**src/tpc_pkg.sv**
```systemverilog
package tpc_pkg;
    localparam int unsigned CLK_HZ = 20_000_000;
    localparam int unsigned TICK_MS = 100;
    localparam int unsigned TICK_CYC = CLK_HZ / 1000 * TICK_MS;
    // second-scale periods in ms, counted in ticks
    localparam int unsigned LAMP_MS = 4000;
    localparam int unsigned REV_MS = 4000;
    localparam int unsigned IDENT_MS = 18000;
    localparam int unsigned CODE_DLY_MS = 3500;
    localparam int unsigned REVERT_MS = 2000;
    localparam int unsigned STEP_MS = 1000;
    localparam int unsigned FLASH_MS = 1000;
    localparam logic [7:0] LAMP_TICKS = 8'((LAMP_MS + TICK_MS - 1) / TICK_MS);
    localparam logic [7:0] REV_TICKS = 8'((REV_MS + TICK_MS - 1) / TICK_MS);
    localparam logic [7:0] IDENT_TICKS = 8'(IDENT_MS / TICK_MS);
    localparam logic [7:0] CODE_TICKS = 8'(CODE_DLY_MS / TICK_MS);
    localparam logic [7:0] REVERT_TICKS = 8'(REVERT_MS / TICK_MS);
    localparam logic [3:0] STEP_TICKS = 4'(STEP_MS / TICK_MS);
    localparam logic [3:0] FLASH_TICKS = 4'(FLASH_MS / TICK_MS);
    localparam logic [3:0] FLASH_HALF = 4'(FLASH_MS / TICK_MS / 2);
    // fault table layout: index bases of each primary class
    localparam int unsigned NFAULT = 32;
    localparam logic [4:0] BASE2 = 5'h04;
    localparam logic [4:0] BASE3 = 5'h08;
    localparam logic [4:0] BASE4 = 5'h18;
    localparam logic [4:0] BASE5 = 5'h19;
    localparam logic [4:0] BASE6 = 5'h1b;
    localparam int unsigned CRIT_LAST = 24;
    localparam int unsigned EXT_FIRST = 27;
    localparam logic [3:0] FAULT_LETTER = 4'hf;
    // flight level limits, feet
    localparam logic signed [16:0] ALT_MIN_FT = -17'sd1000;
    localparam logic signed [16:0] ALT_MAX_FT = 17'sd62749;
    localparam logic signed [16:0] FT_PER_FL = 17'sd100;

    typedef enum logic [2:0] {
        MODE_SBY = 3'h0, MODE_GND = 3'h1, MODE_ON = 3'h2,
        MODE_ALT = 3'h3, MODE_FLTID = 3'h4, MODE_TEST = 3'h5
    } tpc_mode_t;
    typedef enum logic [1:0] {
        TS_IDLE = 2'h0, TS_LAMP = 2'h1, TS_RESULT = 2'h2, TS_REV = 2'h3
    } tpc_test_t;
    typedef enum logic [3:0] {
        ALT_BLANK = 4'h0, ALT_TEST = 4'h1, ALT_SBY = 4'h2, ALT_GND = 4'h3,
        ALT_DASH = 4'h4, ALT_LEVEL = 4'h5, ALT_APPLICATION_REVISION_LABEL = 4'h6, ALT_BOOT = 4'h7,
        ALT_FIRMWARE_REVISION_LABEL = 4'h8, ALT_VOICE_REVISION_LABEL = 4'h9
    } tpc_alt_t;
    typedef enum logic [1:0] {
        CODE_SQUAWK = 2'h0, CODE_OK = 2'h1, CODE_FAULT = 2'h2, CODE_REV = 2'h3
    } tpc_code_t;
    typedef enum logic [1:0] {
        VOICE_PASS = 2'h0, VOICE_CHECK = 2'h1, VOICE_FAIL = 2'h2
    } tpc_voice_t;

    // fault_display_format digits: F, primary, secondary tens, ones
    function automatic logic [15:0] fault_digits(input logic [4:0] idx);
        logic [3:0] pri;
        logic [4:0] base;
        logic [4:0] sec;
        pri = 4'h6;
        base = BASE6;
        if (idx < BASE2) begin pri = 4'h1; base = 5'h00; end
        else if (idx < BASE3) begin pri = 4'h2; base = BASE2; end
        else if (idx < BASE4) begin pri = 4'h3; base = BASE3; end
        else if (idx < BASE5) begin pri = 4'h4; base = BASE4; end
        else if (idx < BASE6) begin pri = 4'h5; base = BASE5; end
        sec = 5'(idx - base + 5'h01);
        return {FAULT_LETTER, pri, 4'(sec / 5'd10), 4'(sec % 5'd10)};
    endfunction
endpackage

```
**src/tpc_flt_if.sv**
```systemverilog
`timescale 1ns/1ps
interface tpc_flt_if;
    logic [31:0] active;
    logic [4:0] idx;
    logic any;
    logic crit;
    logic ext;
    modport scan (input active, output idx, any, crit, ext);
    modport user (output active, input idx, any, crit, ext);
endinterface

```
**src/tpc_panel.sv**
```systemverilog
// Overview of operation
// - self-test mode suppresses all transmissions
// - self-test lights every segment four seconds first
// - no fault: TEST, OK, pass voice
// - fault: standby annunciation; external fault, none critical: check voice
// - fault shown as F, primary, two-digit secondary
// - any critical fault plays test-fail voice
// - several faults cycle through code field repeatedly
// - cleared faults drop out; none left: OK
// - preset in test shows four revisions, 4s each
// - external ident acts exactly like panel ident
// - never send SPI on Mode C replies
// - ON/altitude ident: SPI, status, ME, lamp 18s
// - ground ident: discrete status flag, lamp 18s
// - new code saved and used 3.5s later
// - ident during entry adopts code at once
// - power-up restores last active squawk code
// - brief preset press outside standby and test adopts and saves preset code
// - preset overwritten only in standby, ident held
// - 2s preset hold reverts, active 3.5s later
// - reply lamp twice/s Mode S, once/s ATCRBS
// - altitude mode shows flight level or dashes
// - faults carry class, secondary code, criticality
// - altitude valid only -1000 to 62749 ft
`timescale 1ns/1ps
module tpc_panel #(
    parameter int unsigned TICK_CYCLES = tpc_pkg::TICK_CYC
) (
    input wire logic SYS_CLK, // 20 MHz clock
    input wire logic RSTN, // sync reset, low
    input wire logic [2:0] MODE_SEL, // mode selector
    input wire logic IDENT_BTN, // panel ident, high pressed
    input wire logic EXT_IDENT, // rear ident, high pressed
    input wire logic PRESET_BTN, // preset code button, high pressed
    input wire logic [11:0] KNOB_CODE, // knob octal digits
    input wire logic KNOB_DONE, // pulse: entry finished
    input wire logic [11:0] NV_LAST_CODE, // stored last code
    input wire logic [11:0] NV_PRESET_CODE, // stored preset code
    input wire logic [31:0] FAULT_ACTIVE, // fault monitor flags
    input wire logic [63:0] REV_CODES, // application_revision_label, boot, firmware_revision_label, voice revs
    input wire logic REPLY_MODE_S, // pulse: Mode S reply sent
    input wire logic REPLY_ATCRBS, // pulse: ATCRBS reply sent
    input wire logic ALT_PRESENT, // altitude source present
    input wire logic ALT_VALID, // source says valid
    input wire logic signed [16:0] ALT_FEET, // altitude, feet
    output logic TX_INHIBIT, // suppress all transmissions
    output logic SPI_MODE_A, // add SPI to Mode A replies only
    output logic FS_IDENT, // ident in formats 4 and 5 status
    output logic FS_DISCRETE_ONLY, // status ident on discrete only
    output logic ME_IDENT, // ident in format 17 ME
    output logic IDENT_LAMP, // ident annunciator
    output logic [11:0] ACTIVE_CODE, // squawk used in replies
    output logic NV_WR, // pulse: write non-volatile
    output logic NV_PRESET_SEL, // write target: 1 preset, 0 last
    output logic [11:0] NV_DATA, // data for write
    output logic LAMP_TEST, // all segments on
    output logic [3:0] ALT_SHOW, // altitude field content
    output logic signed [9:0] ALT_FL, // flight level, hundreds ft
    output logic FL_MARKER, // flight level marker
    output logic [1:0] CODE_SHOW, // code field content
    output logic [15:0] CODE_DIGITS, // code field nibbles
    output logic VOICE_PLAY, // pulse: start message
    output logic [1:0] VOICE_MSG, // message select
    output logic REPLY_LAMP // reply indicator
);
    logic tick;
    tpc_flt_if flt ();
    assign flt.active = FAULT_ACTIVE;
    tpc_tick #(.TICK_CYCLES(TICK_CYCLES)) u_tick (.clk(SYS_CLK), .rst_n(RSTN), .tick(tick));
    tpc_fault_scan u_scan (.clk(SYS_CLK), .rst_n(RSTN), .tick(tick), .f(flt));

    // mode decode
    wire m_test = (MODE_SEL == tpc_pkg::MODE_TEST);
    wire m_sby = (MODE_SEL == tpc_pkg::MODE_SBY);
    wire m_gnd = (MODE_SEL == tpc_pkg::MODE_GND);
    wire m_onalt = (MODE_SEL == tpc_pkg::MODE_ON) || (MODE_SEL == tpc_pkg::MODE_ALT);
    wire m_alt = (MODE_SEL == tpc_pkg::MODE_ALT);

    // button edges
    logic idt_d_reg;
    logic pre_d_reg;
    wire idt_lvl = IDENT_BTN | EXT_IDENT;
    wire idt_rise = idt_lvl & ~idt_d_reg;
    wire pre_rise = PRESET_BTN & ~pre_d_reg;
    wire pre_fall = ~PRESET_BTN & pre_d_reg;

    // squawk state
    logic restored_reg;
    logic [11:0] disp_code_reg;
    logic [11:0] preset_reg;
    logic [11:0] nonpreset_reg;
    logic pend_reg;
    logic [7:0] pend_cnt_reg;
    logic [7:0] hold_cnt_reg;
    logic hold_used_reg;
    wire prog_preset = pre_rise & m_sby & idt_lvl;
    wire brief_pre = pre_fall & ~hold_used_reg & ~m_test & ~m_sby;
    wire revert = PRESET_BTN & ~hold_used_reg & ~m_test & tick & (hold_cnt_reg == tpc_pkg::REVERT_TICKS - 8'h01);
    wire pend_due = pend_reg & tick & (pend_cnt_reg == tpc_pkg::CODE_TICKS - 8'h01);
    wire adopt_now = pend_reg & (pend_due | idt_rise);

    always_ff @(posedge SYS_CLK)
    begin
        if (!RSTN)
        begin
            idt_d_reg <= 1'b0;
            pre_d_reg <= 1'b0;
            hold_cnt_reg <= 8'h00;
            hold_used_reg <= 1'b0;
        end
        else
        begin
            idt_d_reg <= idt_lvl;
            pre_d_reg <= PRESET_BTN;
            hold_cnt_reg <= !PRESET_BTN ? 8'h00 : (tick ? 8'(hold_cnt_reg + 8'h01) : hold_cnt_reg);
            hold_used_reg <= PRESET_BTN & (hold_used_reg | revert | prog_preset);
        end
    end

    always_ff @(posedge SYS_CLK)
    begin
        if (!RSTN)
        begin
            restored_reg <= 1'b0;
            disp_code_reg <= 12'h000;
            preset_reg <= 12'h000;
            nonpreset_reg <= 12'h000;
            ACTIVE_CODE <= 12'h000;
            pend_reg <= 1'b0;
            pend_cnt_reg <= 8'h00;
            NV_WR <= 1'b0;
            NV_PRESET_SEL <= 1'b0;
            NV_DATA <= 12'h000;
        end
        else
        begin
            NV_WR <= 1'b0;
            if (!restored_reg)
            begin
                restored_reg <= 1'b1;
                disp_code_reg <= NV_LAST_CODE;
                ACTIVE_CODE <= NV_LAST_CODE;
                nonpreset_reg <= NV_LAST_CODE;
                preset_reg <= NV_PRESET_CODE;
            end
            else if (prog_preset)
            begin
                preset_reg <= disp_code_reg;
                NV_WR <= 1'b1;
                NV_PRESET_SEL <= 1'b1;
                NV_DATA <= disp_code_reg;
            end
            else if (brief_pre)
            begin
                disp_code_reg <= preset_reg;
                ACTIVE_CODE <= preset_reg;
                pend_reg <= 1'b0;
                NV_WR <= 1'b1;
                NV_PRESET_SEL <= 1'b0;
                NV_DATA <= preset_reg;
            end
            else if (KNOB_DONE | revert)
            begin
                disp_code_reg <= KNOB_DONE ? KNOB_CODE : nonpreset_reg;
                nonpreset_reg <= KNOB_DONE ? KNOB_CODE : nonpreset_reg;
                pend_reg <= 1'b1;
                pend_cnt_reg <= 8'h00;
            end
            else if (adopt_now)
            begin
                ACTIVE_CODE <= disp_code_reg;
                pend_reg <= 1'b0;
                NV_WR <= 1'b1;
                NV_PRESET_SEL <= 1'b0;
                NV_DATA <= disp_code_reg;
            end
            else if (pend_reg & tick)
                pend_cnt_reg <= 8'(pend_cnt_reg + 8'h01);
        end
    end

    // ident period
    logic [7:0] ident_cnt_reg;
    wire ident_on = (ident_cnt_reg != 8'h00);
    always_ff @(posedge SYS_CLK)
    begin
        if (!RSTN)
            ident_cnt_reg <= 8'h00;
        else if (idt_rise & (m_gnd | m_onalt) & ~prog_preset)
            ident_cnt_reg <= tpc_pkg::IDENT_TICKS;
        else if (tick & ident_on)
            ident_cnt_reg <= 8'(ident_cnt_reg - 8'h01);
    end

    always_ff @(posedge SYS_CLK)
    begin
        if (!RSTN)
        begin
            TX_INHIBIT <= 1'b1;
            SPI_MODE_A <= 1'b0;
            FS_IDENT <= 1'b0;
            FS_DISCRETE_ONLY <= 1'b0;
            ME_IDENT <= 1'b0;
            IDENT_LAMP <= 1'b0;
        end
        else
        begin
            TX_INHIBIT <= m_test | m_sby | (MODE_SEL == tpc_pkg::MODE_FLTID);
            SPI_MODE_A <= ident_on & m_onalt;
            FS_IDENT <= ident_on & (m_onalt | m_gnd);
            FS_DISCRETE_ONLY <= ident_on & m_gnd;
            ME_IDENT <= ident_on & m_onalt;
            IDENT_LAMP <= ident_on & (m_onalt | m_gnd);
        end
    end

    // self-test sequencer
    tpc_pkg::tpc_test_t ts_reg;
    logic [7:0] ts_cnt_reg;
    logic [1:0] rev_idx_reg;
    // full ticks counted, so a hold never falls short of its minimum
    wire ts_done = tick & (ts_cnt_reg == tpc_pkg::LAMP_TICKS);
    wire rev_done = tick & (ts_cnt_reg == tpc_pkg::REV_TICKS);
    always_ff @(posedge SYS_CLK)
    begin
        if (!RSTN)
        begin
            ts_reg <= tpc_pkg::TS_IDLE;
            ts_cnt_reg <= 8'h00;
            rev_idx_reg <= 2'h0;
            VOICE_PLAY <= 1'b0;
            VOICE_MSG <= tpc_pkg::VOICE_PASS;
        end
        else
        begin
            VOICE_PLAY <= 1'b0;
            ts_cnt_reg <= tick ? 8'(ts_cnt_reg + 8'h01) : ts_cnt_reg;
            unique case (ts_reg)
                tpc_pkg::TS_IDLE:
                begin
                    ts_cnt_reg <= 8'h00;
                    if (m_test)
                        ts_reg <= tpc_pkg::TS_LAMP;
                end
                tpc_pkg::TS_LAMP:
                    if (ts_done)
                    begin
                        ts_reg <= tpc_pkg::TS_RESULT;
                        VOICE_PLAY <= ~flt.any | flt.crit | flt.ext;
                        VOICE_MSG <= flt.crit ? tpc_pkg::VOICE_FAIL :
                                     flt.any ? tpc_pkg::VOICE_CHECK : tpc_pkg::VOICE_PASS;
                    end
                tpc_pkg::TS_RESULT:
                    if (pre_rise)
                    begin
                        ts_reg <= tpc_pkg::TS_REV;
                        ts_cnt_reg <= 8'h00;
                        rev_idx_reg <= 2'h0;
                    end
                tpc_pkg::TS_REV:
                    if (rev_done)
                    begin
                        ts_cnt_reg <= 8'h00;
                        rev_idx_reg <= 2'(rev_idx_reg + 2'h1);
                        if (rev_idx_reg == 2'h3)
                            ts_reg <= tpc_pkg::TS_RESULT;
                    end
            endcase
            if (!m_test)
                ts_reg <= tpc_pkg::TS_IDLE;
        end
    end

    // display selection
    wire signed [16:0] fl_full = ALT_FEET / tpc_pkg::FT_PER_FL;
    wire alt_ok = ALT_PRESENT & ALT_VALID & (ALT_FEET >= tpc_pkg::ALT_MIN_FT) & (ALT_FEET <= tpc_pkg::ALT_MAX_FT);
    wire in_lamp = m_test & (ts_reg != tpc_pkg::TS_RESULT) & (ts_reg != tpc_pkg::TS_REV);
    wire in_rev = m_test & (ts_reg == tpc_pkg::TS_REV);
    wire in_res = m_test & (ts_reg == tpc_pkg::TS_RESULT);
    wire [3:0] rev_label = 4'(tpc_pkg::ALT_APPLICATION_REVISION_LABEL + 4'(rev_idx_reg));
    wire [15:0] rev_val = REV_CODES[63 - 16 * rev_idx_reg -: 16];
    wire [15:0] sq_dig = {1'b0, disp_code_reg[11:9], 1'b0, disp_code_reg[8:6],
                          1'b0, disp_code_reg[5:3], 1'b0, disp_code_reg[2:0]};
    logic [3:0] alt_sel;
    always_comb
    begin
        alt_sel = tpc_pkg::ALT_BLANK;
        if (in_rev)
            alt_sel = rev_label;
        else if (in_res)
            alt_sel = flt.any ? tpc_pkg::ALT_SBY : tpc_pkg::ALT_TEST;
        else if (m_sby)
            alt_sel = tpc_pkg::ALT_SBY;
        else if (m_gnd)
            alt_sel = tpc_pkg::ALT_GND;
        else if (m_alt)
            alt_sel = alt_ok ? tpc_pkg::ALT_LEVEL : tpc_pkg::ALT_DASH;
    end

    always_ff @(posedge SYS_CLK)
    begin
        if (!RSTN)
        begin
            LAMP_TEST <= 1'b0;
            ALT_SHOW <= tpc_pkg::ALT_BLANK;
            ALT_FL <= 10'sh000;
            FL_MARKER <= 1'b0;
            CODE_SHOW <= tpc_pkg::CODE_SQUAWK;
            CODE_DIGITS <= 16'h0000;
        end
        else
        begin
            LAMP_TEST <= in_lamp;
            ALT_SHOW <= alt_sel;
            ALT_FL <= fl_full[9:0];
            FL_MARKER <= m_alt;
            CODE_SHOW <= in_rev ? tpc_pkg::CODE_REV : ~in_res ? tpc_pkg::CODE_SQUAWK :
                         flt.any ? tpc_pkg::CODE_FAULT : tpc_pkg::CODE_OK;
            CODE_DIGITS <= in_rev ? rev_val : (in_res & flt.any) ? tpc_pkg::fault_digits(flt.idx) : sq_dig;
        end
    end

    // reply indicator: FLASH_TICKS phases per second
    logic [3:0] ph_reg;
    logic ms_seen_reg;
    logic ac_seen_reg;
    wire sec_end = tick & (ph_reg == tpc_pkg::FLASH_TICKS - 4'h1);
    always_ff @(posedge SYS_CLK)
    begin
        if (!RSTN)
        begin
            ph_reg <= 4'h0;
            ms_seen_reg <= 1'b0;
            ac_seen_reg <= 1'b0;
            REPLY_LAMP <= 1'b0;
        end
        else
        begin
            ph_reg <= sec_end ? 4'h0 : (tick ? 4'(ph_reg + 4'h1) : ph_reg);
            ms_seen_reg <= REPLY_MODE_S | (ms_seen_reg & ~sec_end);
            ac_seen_reg <= REPLY_ATCRBS | (ac_seen_reg & ~sec_end);
            REPLY_LAMP <= ms_seen_reg ? (ph_reg == 4'h0 || ph_reg == tpc_pkg::FLASH_HALF) :
                          (ac_seen_reg & (ph_reg == 4'h0));
        end
    end

    chk_test_quiet: assert property (@(posedge SYS_CLK) disable iff (!RSTN) m_test |=> TX_INHIBIT)
        else $error("transmit not inhibited in test");
    chk_lamp_hold: assert property (@(posedge SYS_CLK) disable iff (!RSTN)
        (ts_reg == tpc_pkg::TS_LAMP) ##1 (ts_reg == tpc_pkg::TS_RESULT) |-> $past(ts_cnt_reg) >= tpc_pkg::LAMP_TICKS)
        else $error("lamp test ended early");
    chk_fail_voice: assert property (@(posedge SYS_CLK) disable iff (!RSTN)
        VOICE_PLAY && VOICE_MSG == tpc_pkg::VOICE_FAIL |-> $past(flt.crit))
        else $error("fail message without critical fault");
    chk_pass_voice: assert property (@(posedge SYS_CLK) disable iff (!RSTN)
        VOICE_PLAY && VOICE_MSG == tpc_pkg::VOICE_PASS |-> !$past(flt.any))
        else $error("pass message with fault present");
    chk_spi_mode: assert property (@(posedge SYS_CLK) disable iff (!RSTN) SPI_MODE_A |-> $past(m_onalt && ident_on))
        else $error("spi outside on or altitude ident");
    chk_gnd_ident: assert property (@(posedge SYS_CLK) disable iff (!RSTN)
        FS_DISCRETE_ONLY |-> FS_IDENT && !SPI_MODE_A && !ME_IDENT)
        else $error("ground ident flags wrong");
    chk_code_delay: assert property (@(posedge SYS_CLK) disable iff (!RSTN)
        $past(restored_reg) && $changed(ACTIVE_CODE) |-> $past(pend_due || idt_rise || brief_pre))
        else $error("active code changed without cause");
    chk_alt_range: assert property (@(posedge SYS_CLK) disable iff (!RSTN)
        ALT_SHOW == tpc_pkg::ALT_LEVEL |-> $past(ALT_FEET) >= tpc_pkg::ALT_MIN_FT && $past(ALT_FEET) <= tpc_pkg::ALT_MAX_FT)
        else $error("flight level shown out of range");
endmodule

```
**src/tpc_tick.sv**
```systemverilog
`timescale 1ns/1ps
module tpc_tick #(
    parameter int unsigned TICK_CYCLES = tpc_pkg::TICK_CYC
) (
    input wire logic clk, // system clock
    input wire logic rst_n, // sync reset
    output logic tick // one-cycle pulse per tick
);
    localparam int unsigned W = $clog2(TICK_CYCLES + 1);
    logic [W-1:0] cnt_reg;
    wire wrap = (cnt_reg == W'(TICK_CYCLES - 1));

    always_ff @(posedge clk)
    begin
        if (!rst_n)
        begin
            cnt_reg <= '0;
            tick <= 1'b0;
        end
        else
        begin
            cnt_reg <= wrap ? '0 : W'(cnt_reg + 1'b1);
            tick <= wrap;
        end
    end
endmodule

```
**src/tpc_fault_scan.sv**
```systemverilog
`timescale 1ns/1ps
module tpc_fault_scan (
    input wire logic clk, // system clock
    input wire logic rst_n, // sync reset
    input wire logic tick, // timebase pulse
    tpc_flt_if.scan f // fault status carrier
);
    logic [4:0] idx_reg;
    logic [3:0] dwell_reg;
    logic [4:0] nxt;
    wire cur_ok = f.active[idx_reg];

    // next active entry after the shown one, wrapping
    always_comb
    begin
        nxt = idx_reg;
        for (int i = 32; i >= 1; i--)
        begin
            if (f.active[5'(idx_reg + 5'(i))])
                nxt = 5'(idx_reg + 5'(i));
        end
    end

    always_ff @(posedge clk)
    begin
        if (!rst_n)
        begin
            idx_reg <= 5'h00;
            dwell_reg <= 4'h0;
        end
        else if (!cur_ok)
        begin
            idx_reg <= nxt;
            dwell_reg <= 4'h0;
        end
        else if (tick)
        begin
            idx_reg <= (dwell_reg == tpc_pkg::STEP_TICKS - 4'h1) ? nxt : idx_reg;
            dwell_reg <= (dwell_reg == tpc_pkg::STEP_TICKS - 4'h1) ? 4'h0 : 4'(dwell_reg + 4'h1);
        end
    end

    assign f.idx = idx_reg;
    assign f.any = |f.active;
    assign f.crit = |f.active[tpc_pkg::CRIT_LAST:0];
    assign f.ext = |f.active[31:tpc_pkg::EXT_FIRST];
endmodule

```
**config.mk**
```make
export PLATFORM = sky130hd
export DESIGN_NAME = tpc_panel
export DESIGN_NICKNAME = d
export VERILOG_FILES = /design/src/tpc_pkg.sv /design/src/tpc_flt_if.sv /design/src/tpc_panel.sv /design/src/tpc_tick.sv /design/src/tpc_fault_scan.sv
export SDC_FILE = /design/constraint.sdc
export NUM_CORES = 1
export LEC_CHECK = 0
export BUFFER_PORTS_ARGS = -buffer_cell sky130_fd_sc_hd__buf_2
export CAP_MARGIN = 0
export CELL_PAD_IN_SITES_DETAIL_PLACEMENT = 0
export CELL_PAD_IN_SITES_GLOBAL_PLACEMENT = 1
export CORE_MARGIN = 2
export CORE_UTILIZATION = 40
export CTS_BUF_LIST = sky130_fd_sc_hd__clkbuf_8
export DETAILED_ROUTE_END_ITERATION = 8
export PLACE_DENSITY_LB_ADDON = 0.08
export RECOVER_POWER = 100
export REMOVE_ABC_BUFFERS = 1
export SYNTH_ARGS = -nofsm -noshare
export SYNTH_HDL_FRONTEND = slang
export SYNTH_SLANG_ARGS = --single-unit
```
**constraint.sdc**
```tcl
create_clock -name SYS_CLK -period 9.95 [get_ports SYS_CLK]
set_clock_uncertainty 0.2 [all_clocks]
set_input_delay 1.99 -clock SYS_CLK [delete_from_list [all_inputs] [get_ports SYS_CLK]]
set_output_delay 1.99 -clock SYS_CLK [all_outputs]
set_load 0.05 [all_outputs]
```
---- After elaboration in Yosys (flattened, before gate mapping) ----
Cells that the tools add are included.
word-level totals
  output and inout port bits .............. 70
  bits in registers ....................... 182
  input port bits ......................... 162
cells by class
  shift operators ......................... 1
  equality and inequality tests ........... 33
  reduce and logical (&&, ||, !) cells .... 32
  $add $sub $neg .......................... 43
  div/mod/pow operators ................... 3
  order comparisons ....................... 39
  bitwise gates (word level) .............. 58
  multiplexer cells ....................... 169
operators with widths
  cell                     number
  $lt A5 B6 Y1 const B     32
  $mux W12                 16
  $mux W5                  38
  $bmux W1 S5              32
  $add A5 B5 Y5 const B    16
  $shiftx A79 B33 Y16      1
  $mux W8                  8
  $mux W1                  46
  $add A5 B4 Y5 const B    8
  $and A1 B1 Y1            35
  $mux W16                 2
  $reduce_or A32 Y1        1
  $mux W2                  15
  $reduce_or A25 Y1        1
  $add A8 B1 Y8 const B    3
  $pmux W8 S3              1
  $add A21 B1 Y21 const B  1
  $eq A21 B21 Y1 const B   1
  $mux W3                  7
  $add A5 B3 Y5 const B    4
  $ne A2 B2 Y1 const B     10
  $reduce_and A3 Y1        6
  $div A17 B8 Y17 const B  1
  $ge A17 B11 Y1 const B   1
  43 further kinds         92

---- Depth between registers and ports, before layout ----
  depth in word-level cells ............... 37
  depth in mapped cells ................... 35

---- Modules after synthesis ----
Synthesis repeated with hierarchy kept, for this count alone.
unflattened totals
  cells, all modules ...................... 2009
  area total of the unflattened synthesis .. 17421.7 sq um
modules (own cells, without submodules)
  module          area an instance (sq um)  instances  cells each  sequential area each (sq um)
  tpc_panel       9983.3                    1          1202        3022.9
  tpc_fault_scan  6408.6                    1          698         180.2
  tpc_tick        1029.7                    1          109         440.4

---- Worst setup path after synthesis ----
Ideal clock, no wire load.
  path type ............................... input to register
  start point ............................. input ALT_FEET[1]
  end point ............................... register ALT_FL[8]
  library setup time ...................... 0.128 ns
  data arrival time ....................... 9.400 ns
  stages .................................. 32
  path slack .............................. 0.223 ns
  cells stage by stage .................... inv_1 ha_1 or4b_1 buf_2 o41ai_2 xor2_1 nor4_1 nor3_1 o311a_1 a21oi_1 nor2_1 a311oi_1 o32ai_4 nor3_2 o211ai_2 and3_1 or3_1 clkbuf_1 mux2_4 a2111oi_2 or2_2 o221ai_2 a211oi_2 a211oi_1 o41ai_2 a31oi_2 nor3_1 ha_1 nand2_1 o31ai_1 xor2_1 nor2_1
between the ends
  longest elaborated chain between the ends .. 1
RTL lines
  element               RTL line          source
  from (decl)           tpc_panel.sv:45   input wire logic signed [16:0] ALT_FEET,
  $div A17 B8 Y17       tpc_panel.sv:275  wire signed [16:0] fl_full = ALT_FEET / tpc_pkg::FT_PER_FL;
  to (signal assigned)  tpc_panel.sv:315  ALT_FL <= fl_full[9:0];
  to (decl)             tpc_panel.sv:58   output logic signed [9:0] ALT_FL,
Every way passes these cells.
A chain may end at the register's enable or synchronous reset.

---- Worst setup path in the final report ----
Same ends and word-level chain as after synthesis.

==> impl_results.md <==
* Pleak at 7.10 nW
* Via/cell ratio at 5.82
* Tot GR Track Use at 26.5%
* Crit-path most repeated cell: buf_4
* Placed instance area at 17,500 sq um
* Port bufs at 231
* DRC at 0
* Number of synthesized flops with an enable pin at 0
* First-pass GRT wire length at 81,400 microns
* Failing checks: capacitance limit, slew limit
* Max clock buf depth at 2
* Syn. warnings at 0
* Library cell with the largest summed area after synthesis: dfxtp_1
* Gpl congestion at 0.987
* CP Launch Type: input port
* CP Data Arrival Time at 9.86 ns
* Ports at 232
* Min-Delay Path Class: flip-flop to flip-flop
* Rel. slew slack at -153%
* CTS tree: yes
* Max reg flops at 21
* Status: complete, but fails checks
* Slowest CP cell: or3_1
* Synth top area cells: dfxtp_1 24%, mux4_2 7.8%, nor2_1 6.6%, mux2i_1 6.5%, nand2_1 4.7%
* Final slew viol count at 126
* Post-synthesis sequential area ratio at 24.2%
* Ys async rst share at 0%
* Worst setup EP type: flip-flop
* Share of the cycle needed by the critical path after routing at 97.4%
* Core box area at 37,300 sq um
* Nets at 2,394
* First-pass detailed-route iteration total at 5
* Area share of the largest cell type after synthesis at 24.2%
* Cell count after synthesis at 1,876
* Hold_ws at 0.280 ns
* Final setup vio count at 0
* Critical Path Fanout Max at 6
* GR Overflow Total at 0
* Worst path max stage delay at 0.46 ns
* Synth cell types at 104
* Top FF cell, synth: dfxtp_1
* Crit path required time at 10.11 ns
* Final Cell Area at 18,200 sq um
* # H-tree levels at 4
* Post-Synthesis Cell Area at 15,000 sq um
* Final worst path period need at 9.70 ns
* Initial Util at 40.3%
* Die X at 198 microns
* Endpoints failing hold at 0
* Synthesized area per cell at 8.01 sq um
* Clk Latency, worst-skew pair at 0.48 ns
* Highest ir drop seen on vdd at 0.386 mV
* Vias in the first global route at 14,791
* Initial antenna violation count at 5
* CTS buffer count at 17
* Root Buffer: clkbuf_8
* Ratio of cells with drive above 1 in the final layout at 23.1%
* Final HPWL DP at 41,200 microns
* Flops & latches, synth at 182
* Largest net degree at the start of global routing at 74
* Tot Pwr at 5.64 mW
* Fillcell total at 3,775
* Die H at 198 microns
* Number of routed nets with antenna violations at 0
* Final TNS setup at 0 ns
* Crit Path Category: input port to flip-flop
* Via count at 15,609
* Max Freq at 103 MHz
* Max cap viols at 3
* Routed wire length per instance at 19.9 microns
* # hold bufs at CTS at 0
* Final wirelength at 53,300 microns
* Layout area overhead at 21.2%
* Site row count at 71
* First DRT Iteration DRCs at 956
* PwrDens at 310 nW/um^2
* CTS clk-pin slew, worst paths at 0.10 ns
* Overall die area at 39,100 sq um
* Slew @ Worst Pin at 3.79 ns
* # clock sinks at 182
[stage by stage]
stage          std cells  util, %  setup WS, ns
2_1_floorplan       1786        -        -0.298
3_3_place_gp        2638     47.0       -0.0330
3_5_place_dp        2638     47.0        -0.304
4_1_cts             2670     48.2         0.190
5_1_grt             2680     48.8        -0.183
6_report            2680     48.8         0.254
[timing repair]
| action | in CTS | in global routing |
|---|---|---|
| endpoints found under the setup margin | 0 | 7 |
| setup buffers | 0 | 7 |
| gates resized for setup | 0 | 56 |
[power by group]
group	internal (mW)	switching, mW
clock	0.280	0.297
sequential	0.784	0.0394
combinational	1.70	2.54
total	2.76	2.88
[per-layer routing]
metal,vias to the layer above,GRT usage [%],wire length [microns]
li1,7567,-,-
met1,7459,35.4,23800
met2,460,42.5,24700
met3,119,4.10,2570
met4,4,11.3,2140
met5,-,0,32
[final timing paths]
path / start / end / slack, ns / cells after the start
max: ALT_FEET[1] / ALT_FL[8]$_SDFF_PN0_ / 0.25 / 39
min: ac_seen_reg$_SDFF_PN0_ / ac_seen_reg$_SDFF_PN0_ / 0.28 / 1
max reg2reg: u_scan.f.idx[1]$_SDFFE_PN0P_ / u_scan.f.idx[4]$_SDFFE_PN0P_ / 0.76 / 26
min reg2reg: ac_seen_reg$_SDFF_PN0_ / ac_seen_reg$_SDFF_PN0_ / 0.28 / 1
[Yosys cell counts, types with 5 or more instances]
cell type	n
mux4_2	52
nor4_1	18
o211ai_1	14
o221a_2	13
and2_1	22
nor4b_1	5
o31a_1	10
ha_1	41
dfxtp_1	182
o211a_1	5
or3_1	18
buf_1	13
nor3_1	27
a311oi_1	9
clkbuf_1	72
and3_1	27
nand2_1	190
o21ai_0	100
nand3_1	43
nor2_1	264
a31oi_1	28
nand2b_1	27
o221ai_1	6
a221oi_1	7
or2_2	7
a211o_1	5
mux2_2	21
a211oi_1	61
inv_1	47
mux2i_1	97
nand4_1	23
o31ai_1	18
or4_1	6
a21boi_0	5
a21o_1	9
o21ai_1	13
a21oi_1	120
nor2b_1	22
a22o_1	6
o21a_1	11
xor2_1	48
xnor2_1	63
[worst max-delay path: cells and delay by family]
family	cells	cell delay (ns)
adders and majority gates	2	0.35
buffers and inverters	10	1.52
and+or+nand+nor	11	2.40
xor gates and xnor gates	2	0.38
muxes	1	0.38
AOI/OAI and AO/OA	13	2.80
[area by class of cell]
cell class / instances / area, sq um / share of cell area, %
clock inverter: 15 / 216 / 1.19
tap: 474 / 593 / 3.26
sequential: 182 / 3650 / 20.0
antenna: 3 / 7.51 / 0.0412
timing repair buffer: 385 / 2190 / 12.0
multi-input combinational: 1552 / 11100 / 61.1
inverter: 52 / 195 / 1.07
clock buffer: 17 / 234 / 1.28
[cells by family (layout without fill, tap and decap cells)]
logic type               count (synthesis)  after routing  share of synthesized area (%)
buffers and inverters                  142            469                           3.66
other                                    0              3                              0
XOR/XNOR                               111            111                           6.47
AO/OA/AOI/OAI                          502            502                           23.4
multiplexers                           172            172                           16.0
adder cells (fa/ha/maj)                 42             42                           3.55
AND/OR/NAND/NOR                        725            725                           22.7
flip-flops                             182            182                           24.2
[cell usage in the layout (no fill, tap or decap), types with 9 or more instances in the layout]
cell type	count
nor2_1	261
nand2_1	190
dfxtp_1	180
buf_2	157
buf_4	146
a21oi_1	117
o21ai_0	99
mux2i_1	95
clkbuf_1	82
xnor2_1	61
a211oi_1	58
mux4_2	52
inv_1	47
xor2_1	47
nand3_1	41
ha_1	41
a31oi_1	27
nand2b_1	27
and3_1	25
nor3_1	23
nand4_1	23
nor2b_1	22
mux2_2	21
and2_1	19
or3_1	18
nor4_1	17
clkbuf_8	17
o211ai_1	14
o31ai_1	13
o221a_2	13
o21ai_1	12
o21a_1	11
o31a_1	10
a21o_1	9
Note: power is estimated with default switching activity, not from simulation.
